`src/core/selfcal_map.svh`:
```
// Register map, field positions, reset values and timing counts
// Assumes a 32-bit AXI4-Lite slave at 50 MHz
`ifndef SELFCAL_MAP_SVH
`define SELFCAL_MAP_SVH

// ==========================================================
// Offsets
`define CAL_CTRL_OFS   8'h00
`define CAL_IRQST_OFS  8'h04
`define CAL_IRQMSK_OFS 8'h08

// ==========================================================
// Field positions
`define PHASE_BIT  29
`define GO_BIT     28
`define DYN_BIT    26
`define UB_BIT     1
`define LB_BIT     0
`define IRQ_DONE   0
`define IRQ_FAIL   1

// ==========================================================
// Reset values and timing
`define CTRL_RST   32'h0000_0000
`define MASK_RST   2'h0
`define DYN_PERIOD_US 100
`define DYN_PERIOD_CYC ((`DYN_PERIOD_US * 50))

`endif

```
`src/core/selfcal_pkg.sv`:
```
// Types for the delay line calibration control block
// Assumes selfcal_map.svh for numbers
package selfcal_pkg;
  typedef enum logic [2:0] {
    ST_IDLE = 3'b001,
    ST_RUN  = 3'b010,
    ST_DONE = 3'b100
  } cal_state_t;

  // Request to and result from the calibration engine
  typedef struct packed {
    logic go;
    logic phase_en;
  } cal_req_t;

  typedef struct packed {
    logic done;
    logic upper_ok;
    logic lower_ok;
  } cal_rsp_t;
endpackage

```
`src/core/selfcal_ctrl.sv`:
```
// Delay line self-calibration control and status over AXI4-Lite
// Assumes an external calibration engine answering with a done pulse
//
// Added by the designer: the register addresses and the AXI4-Lite slave port.
`timescale 1ns/100ps
`include "selfcal_map.svh"
module ddr_dll_self_calibration_ctrl #(
  parameter int unsigned DYN_PERIOD = `DYN_PERIOD_CYC
) (
  // Clock and reset
  input  wire logic                 clock,
  input  wire logic                 rst_n,
  // AXI4-Lite write
  input  wire logic                 s_axi_awvalid,
  output logic                      s_axi_awready,
  input  wire logic [7:0]           s_axi_awaddr,
  input  wire logic                 s_axi_wvalid,
  output logic                      s_axi_wready,
  input  wire logic [31:0]          s_axi_wdata,
  input  wire logic [3:0]           s_axi_wstrb,
  output logic                      s_axi_bvalid,
  input  wire logic                 s_axi_bready,
  output logic [1:0]                s_axi_bresp,
  // AXI4-Lite read
  input  wire logic                 s_axi_arvalid,
  output logic                      s_axi_arready,
  input  wire logic [7:0]           s_axi_araddr,
  output logic                      s_axi_rvalid,
  input  wire logic                 s_axi_rready,
  output logic [31:0]               s_axi_rdata,
  output logic [1:0]                s_axi_rresp,
  // Calibration engine
  output selfcal_pkg::cal_req_t     cal_req,
  output logic                      dynamic_cal_enable,
  input  wire selfcal_pkg::cal_rsp_t cal_rsp,
  // Interrupt
  output logic                      irq
);
  import selfcal_pkg::*;

  // Reset image of the control word
  localparam logic [31:0] CTRL_RESET = `CTRL_RST;

  // ==========================================================
  // Registers
  logic        phase_q;
  logic        dyn_q;
  logic        ub_ok_q;
  logic        lb_ok_q;
  logic [1:0]  irq_st_q;
  logic [1:0]  irq_msk_q;
  cal_state_t  state_q;
  logic        go_pulse;
  logic        tick;
  logic        aw_hold_q;
  logic        w_hold_q;
  logic [7:0]  aw_addr_q;
  logic [31:0] w_data_q;
  logic [3:0]  w_strb_q;
  logic        wr_fire;
  logic        rd_fire;
  logic [31:0] ctrl_rd;
  logic        cal_finish;

  function automatic logic hit(input logic [7:0] a, input logic [7:0] ofs);
    hit = (a[7:2] == ofs[7:2]);
  endfunction

  // Any offset the block answers
  function automatic logic mapped(input logic [7:0] a);
    mapped = hit(a, `CAL_CTRL_OFS) || hit(a, `CAL_IRQST_OFS)
             || hit(a, `CAL_IRQMSK_OFS);
  endfunction

  // ==========================================================
  // Write channel: address and data in either order
  assign wr_fire = aw_hold_q && w_hold_q && !s_axi_bvalid;

  always_ff @(posedge clock or negedge rst_n)
  begin
    if (!rst_n)
    begin
      aw_hold_q     <= 1'b0;
      w_hold_q      <= 1'b0;
      aw_addr_q     <= 8'h00;
      w_data_q      <= 32'h0;
      w_strb_q      <= 4'h0;
      s_axi_awready <= 1'b0;
      s_axi_wready  <= 1'b0;
      s_axi_bvalid  <= 1'b0;
      s_axi_bresp   <= 2'h0;
    end
    else
    begin
      // One-cycle ready pulse, so a held valid is taken once
      s_axi_awready <= !aw_hold_q && !s_axi_awready && s_axi_awvalid;
      s_axi_wready  <= !w_hold_q && !s_axi_wready && s_axi_wvalid;
      if (s_axi_awvalid && s_axi_awready)
      begin
        aw_hold_q <= 1'b1;
        aw_addr_q <= s_axi_awaddr;
      end
      if (s_axi_wvalid && s_axi_wready)
      begin
        w_hold_q <= 1'b1;
        w_data_q <= s_axi_wdata;
        w_strb_q <= s_axi_wstrb;
      end
      if (wr_fire)
      begin
        aw_hold_q    <= 1'b0;
        w_hold_q     <= 1'b0;
        s_axi_bvalid <= 1'b1;
        // Unmapped offsets answer SLVERR and change nothing
        s_axi_bresp  <= mapped(aw_addr_q) ? 2'h0 : 2'h2;
      end
      else if (s_axi_bvalid && s_axi_bready)
        s_axi_bvalid <= 1'b0;
    end
  end

  // ==========================================================
  // Control bits
  // Start is self-clearing, so it never reads back as one
  assign go_pulse = wr_fire && hit(aw_addr_q, `CAL_CTRL_OFS)
                    && w_strb_q[3] && w_data_q[`GO_BIT];

  // Only lane 3 holds writable control fields
  always_ff @(posedge clock or negedge rst_n)
  begin
    if (!rst_n)
    begin
      phase_q <= CTRL_RESET[`PHASE_BIT];
      dyn_q   <= CTRL_RESET[`DYN_BIT];
    end
    else if (wr_fire && hit(aw_addr_q, `CAL_CTRL_OFS) && w_strb_q[3])
    begin
      phase_q <= w_data_q[`PHASE_BIT];
      dyn_q   <= w_data_q[`DYN_BIT];
    end
  end

  always_ff @(posedge clock or negedge rst_n)
  begin
    if (!rst_n)
      irq_msk_q <= `MASK_RST;
    else if (wr_fire && hit(aw_addr_q, `CAL_IRQMSK_OFS) && w_strb_q[0])
      irq_msk_q <= w_data_q[1:0];
  end

  // ==========================================================
  // Calibration sequencing
  // Ticks landing mid-run are dropped, so periods may stretch
  selfcal_timer #(
    .PERIOD (DYN_PERIOD)
  ) u_timer (
    .clock  (clock),
    .rst_n  (rst_n),
    .run    (dyn_q),
    .tick_q (tick)
  );

  always_ff @(posedge clock or negedge rst_n)
  begin
    if (!rst_n)
    begin
      state_q  <= ST_IDLE;
      cal_req  <= '0;
    end
    else
    begin
      // Engine sees phase enable as a level, start as a pulse
      cal_req.phase_en <= phase_q;
      cal_req.go       <= 1'b0;
      unique case (state_q)
        ST_IDLE:
        begin
          // Periodic relaunch while dynamic mode is on
          if (go_pulse || (dyn_q && tick))
          begin
            cal_req.go <= 1'b1;
            state_q    <= ST_RUN;
          end
        end
        ST_RUN:
        begin
          // No timeout: a silent engine parks the sequencer here
          if (cal_rsp.done)
            state_q <= ST_DONE;
        end
        ST_DONE:
        begin
          // One idle cycle lets the status settle before a relaunch
          state_q <= ST_IDLE;
        end
        default:
        begin
          state_q <= ST_IDLE;
        end
      endcase
    end
  end

  always_ff @(posedge clock or negedge rst_n)
  begin
    if (!rst_n)
      dynamic_cal_enable <= 1'b0;
    else
      // Flop copy so the engine never sees a decode glitch
      dynamic_cal_enable <= dyn_q;
  end

  // Result lines are only trusted with done while a run is open
  assign cal_finish = (state_q == ST_RUN) && cal_rsp.done;

  // ==========================================================
  // Pass status, updated only at completion
  // A failed lane is written back as zero, not left stale
  always_ff @(posedge clock or negedge rst_n)
  begin
    if (!rst_n)
    begin
      ub_ok_q <= CTRL_RESET[`UB_BIT];
      lb_ok_q <= CTRL_RESET[`LB_BIT];
    end
    else if (cal_finish)
    begin
      ub_ok_q <= cal_rsp.upper_ok;
      lb_ok_q <= cal_rsp.lower_ok;
    end
  end

  // ==========================================================
  // Read channel
  // Data is a snapshot taken at the address handshake
  assign rd_fire = s_axi_arvalid && s_axi_arready;

  always_comb
  begin
    ctrl_rd = 32'h0;
    ctrl_rd[`PHASE_BIT] = phase_q;
    ctrl_rd[`DYN_BIT]   = dyn_q;
    ctrl_rd[`UB_BIT]    = ub_ok_q;
    ctrl_rd[`LB_BIT]    = lb_ok_q;
  end

  always_ff @(posedge clock or negedge rst_n)
  begin
    if (!rst_n)
    begin
      s_axi_arready <= 1'b0;
      s_axi_rvalid  <= 1'b0;
      s_axi_rdata   <= 32'h0;
      s_axi_rresp   <= 2'h0;
    end
    else
    begin
      s_axi_arready <= !s_axi_rvalid && !s_axi_arready && s_axi_arvalid;
      if (rd_fire)
      begin
        s_axi_rvalid <= 1'b1;
        s_axi_rresp  <= 2'h0;
        if (hit(s_axi_araddr, `CAL_CTRL_OFS))
          s_axi_rdata <= ctrl_rd;
        else if (hit(s_axi_araddr, `CAL_IRQST_OFS))
          s_axi_rdata <= {30'h0, irq_st_q};
        else if (hit(s_axi_araddr, `CAL_IRQMSK_OFS))
          s_axi_rdata <= {30'h0, irq_msk_q};
        else
        begin
          s_axi_rdata <= 32'h0;
          s_axi_rresp <= 2'h2;
        end
      end
      else if (s_axi_rvalid && s_axi_rready)
        s_axi_rvalid <= 1'b0;
    end
  end

  // ==========================================================
  // Interrupt status: read clears, a new event wins
  always_ff @(posedge clock or negedge rst_n)
  begin
    if (!rst_n)
      irq_st_q <= 2'h0;
    else
    begin
      if (rd_fire && hit(s_axi_araddr, `CAL_IRQST_OFS))
        irq_st_q <= 2'h0;
      if (cal_finish)
      begin
        irq_st_q[`IRQ_DONE] <= 1'b1;
        if (!(cal_rsp.upper_ok && cal_rsp.lower_ok))
          irq_st_q[`IRQ_FAIL] <= 1'b1;
      end
    end
  end

  // Registered pin: glitch free, one cycle behind the status
  always_ff @(posedge clock or negedge rst_n)
  begin
    if (!rst_n)
      irq <= 1'b0;
    else
      irq <= |(irq_st_q & irq_msk_q);
  end
endmodule

```
`src/core/selfcal_timer.sv`:
```
// Up counter pacing dynamic recalibration
// Assumes a single clock domain
`timescale 1ns/100ps
module selfcal_timer #(
  parameter int unsigned PERIOD = 5000
) (
  // Clock and reset
  input  wire logic clock,
  input  wire logic rst_n,
  // Control
  input  wire logic run,
  output logic      tick_q
);
  logic [31:0] cnt_q;

  always_ff @(posedge clock or negedge rst_n)
  begin
    if (!rst_n)
    begin
      cnt_q  <= 32'h0;
      tick_q <= 1'b0;
    end
    else if (!run)
    begin
      cnt_q  <= 32'h0;
      tick_q <= 1'b0;
    end
    else if (cnt_q == PERIOD - 1)
    begin
      cnt_q  <= 32'h0;
      tick_q <= 1'b1;
    end
    else
    begin
      cnt_q  <= cnt_q + 32'h1;
      tick_q <= 1'b0;
    end
  end
endmodule

```
`config.mk`:
```
export PLATFORM = sky130hd
export DESIGN_NAME = ddr_dll_self_calibration_ctrl
export DESIGN_NICKNAME = d
export VERILOG_FILES = /design/src/core/selfcal_pkg.sv /design/src/core/selfcal_ctrl.sv /design/src/core/selfcal_timer.sv
export VERILOG_INCLUDE_DIRS = /design/src /design/src/core
export SDC_FILE = /design/constraint.sdc
export NUM_CORES = 1
export LEC_CHECK = 0
export ABC_AREA = 1
export BUFFER_PORTS_ARGS = -buffer_cell sky130_fd_sc_hd__buf_2
export CAP_MARGIN = 40
export CORE_MARGIN = 5
export CORE_UTILIZATION = 57
export DETAILED_ROUTE_END_ITERATION = 7
export PLACE_DENSITY = 0.86
export SLEW_MARGIN = 30
export SYNTH_ARGS = -nofsm -noshare
export SYNTH_HDL_FRONTEND = slang
export SYNTH_HIERARCHICAL = 1
export SYNTH_SLANG_ARGS = --single-unit
```
`constraint.sdc`:
```
create_clock -name clock -period 2.32 [get_ports clock]
set_input_delay 0.696 -clock clock [delete_from_list [all_inputs] [get_ports clock]]
set_output_delay 0.696 -clock clock [all_outputs]
set_load 0.005 [all_outputs]
```
==> results.ini <==
[outcome]
status = finished clean

[yosys]
syn-cell-area_sq_um = 3990
synth_mux_area_share_pct = 0
yosysWarnings = 6
synthTopCellsByArea = dfrtp_1 (46%), nand2_1 (17%), nor2_1 (9.6%), buf_4 (5.6%), inv_1 (4.8%)
synth_compound_area_share_pct = 2.35
synth_top_family_by_area = simple AND/OR/NAND/NOR gates
synth-simple-area-share_pct = 36.9
synth_top_area_share_pct = 45.8
yosys_register_bits = 74
synth_adder_area_share_pct = 0.314
synth_cell_types = 28
syn_avg_cell_area_sq_um = 7.46
yosysSeqAreaShare_pct = 46.4
synth_xor_area_share_pct = 3.07
synth_area_leader_cell = dfrtp_1
synthesis.instances = 535

[worst_hold_path]
hold_class = input port to async pin

[sta]
rsz0062_at_grt = false
drv_slew = 0
finalHoldViolCount = 0
setup_viol = 0
fin_skew_ns = 0.00856
whs_ns = 0.336
finalCritPeriodShare_pct = 72.1
tightest_slew_ns = 0.574
fmax_mhz = 598
relSlewSlack_pct = 61.7
final.min_clock_period_ns = 1.67
fin_setup_tns_ns = 0

[critical_path]
path_class = register to register
critical-path-slowest-cell = dfrtp_1
cp.arrival_ns = 1.94
path_common_cell = nand2_1
r2r_cells = 9
crit_fanout = 6
critPathBufInv = 1
startpoint_type = register
r2r-start = u_timer/cnt_q[0]
cp_num_cells = 9
cp.required_ns = 2.59
cp_slowest_stage_delay_ns = 0.43
crit_chain = ha_1 -> inv_1 -> nor2_4 -> nand2_2 -> nor2_4 -> nand2_1 -> nand2_1 -> nand2_1 -> nor2_1
endpoint = u_timer/cnt_q[24]
cp-startpoint = u_timer/cnt_q[0]
timing.rr.end = u_timer/cnt_q[24]
end_kind = register
path_delay_family = simple AND/OR/NAND/NOR gates
r2r_slack_ns = 0.65

[global_routing]
antenna_found_initial = 0
grt_pass1_wl_microns = 15200
grt_pass1_vias = 3275
grt_max_degree = 32
grt_usage_pct = 22.1
grt_overflow = 0

[route]
drt-initial-drc-count = 174
post_drt_wl_per_cell_microns = 12.9
num_vias = 3384
ant_nets = 0
via_per_inst = 4.90
first_pass_iters = 4
drc_errors = 0
finalWirelength_microns = 8900

[placement]
place_congestion = 0.974
place_area_sq_um = 4240
port_buffers = 43
dp_cells = 675
hpwl_microns = 6600

[finish]
final_cell_area_sq_um = 4440
fillCellCount = 565
area_delta_synth_final_pct = 11.2
diodes = 0
fin_cells = 691
layout-drive-gt1-share_pct = 14.6
nets = 653

[floorplan]
io_pins = 107
die_h_microns = 93.7
die_w_microns = 93.7
start_util_pct = 58.7
die_area_sq_um = 8770
fp.coreArea_sq_um = 6790
rows = 30

[clocking]
clk_latency_ns = 0.35
clk_pin_slew_worst_paths_ns = 0.08
post-cts-setup-buffer-count = 0
cts_buffer_depth = 2
cts_resized = 0
cts_tree = built
cts_root_buffer = clkbuf_8
cts_htree_levels = 3
cts_buffers = 9
clock_sinks = 74
hold_buffers = 0

[flow_run]
cap_violations = 0

[power_and_ir_drop]
ir_worst_vdd_mv = 0.562
cellLeakagePower_nw = 2.16
p_per_area_nw_per_um2 = 739

[power by group]
group	leakage [nW]	internal [W]	total [W]	switching, W
Sequential	0.981	0.00152	0.00169	0.000172
Clock	0.0966	0.000499	0.000981	0.000483
Combinational	1.09	0.000212	0.000605	0.000393
Total	2.16	0.00223	0.00328	0.00105
[layout make-up]
| class | count | area [sq um] | area share (%) |
|---|---|---|---|
| clock inverter | 6 | 65.1 | 1.47 |
| inverter | 53 | 199 | 4.48 |
| multi-input combinational | 405 | 1810 | 40.9 |
| sequential | 74 | 1850 | 41.8 |
| timing repair buffer | 47 | 258 | 5.81 |
| tap | 96 | 120 | 2.71 |
| clock buffer | 10 | 128 | 2.88 |
[layout by cell type (no fill, tap or decap), drive strengths merged]
master	instances
a21oi	5
a22o	1
and2	1
buf	47
bufinv	1
clkbuf	10
clkinv	5
clkinvlp	1
conb	30
dfrtp	73
dfstp	1
ha	1
inv	52
nand2	183
nand3	32
nand3b	1
nand4	4
nor2	115
nor3	4
nor3b	1
o21ai	12
or2	1
xnor2	4
xor2	10
[cell usage after synthesis, drive strengths merged]
cell type	n
clkbuf	2
nand4	4
nor3	4
o21ai	12
nand2	183
a21oi	5
inv	51
clkinv	2
and2	1
ha	1
a22o	1
dfstp	1
nand3	32
buf	30
conb	1
xnor2	4
dfrtp	73
nand3b	1
nor2	115
nor3b	1
or2	1
xor2	10
[flip-flops by register name, summed over array words and instances, names as in the netlist, 2 cells and up]
signal	cells
aw_addr_q	6
cal_req	2
irq_msk_q	2
irq_st_q	2
s_axi_rdata	4
state_q	3
u_timer/cnt_q	32
w_data_q	5
w_strb_q	2
[kinds of logic (layout without fill, tap and decap cells)]
family                     after synthesis  in the layout
AOI/OAI and AO/OA                       18             18
xor gates and xnor gates                14             14
adders and majority gates                1              1
buffers and inverters                   85            116
DFF                                     74             74
other                                    1             30
and+or+nand+nor                        342            342
[stage by stage]
| stage | worst slack (ns) | util, % | total power [W] |
|---|---|---|---|
| after CTS | 0.652 | 65.3 | 0.00330 |
| final | 0.647 | 65.3 | 0.00328 |
| after global placement | 0.730 | 62.5 | 0.00228 |
| after detailed placement | 0.662 | 62.5 | 0.00232 |
| after global routing | 0.428 | 65.3 | 0.00349 |
| after floorplan | 0.922 | - | 0.00211 |
[worst min path at each step]
stage | slack [ns] | cells past startpoint | to | start
6_report | 0.34 | 1 | u_timer/cnt_q[19] | rst_n
5_1_grt | 0.35 | 1 | state_q[2] | rst_n
4_1_cts | 0.34 | 1 | u_timer/cnt_q[19] | rst_n
3_5_place_dp | 0.42 | 0 | cal_req[0] | phase_q
3_3_place_gp | 0.41 | 0 | cal_req[0] | phase_q
2_1_floorplan | 0.37 | 0 | cal_req[0] | phase_q
[routing by layer]
metal | part of all wire [%] | track usage (%)
met5 | 0 | 0
met4 | 3.0 | 9.03
met3 | 6.6 | 6.49
met2 | 49 | 37.1
met1 | 41 | 26.7
Note: power is estimated with default switching activity, not from simulation.
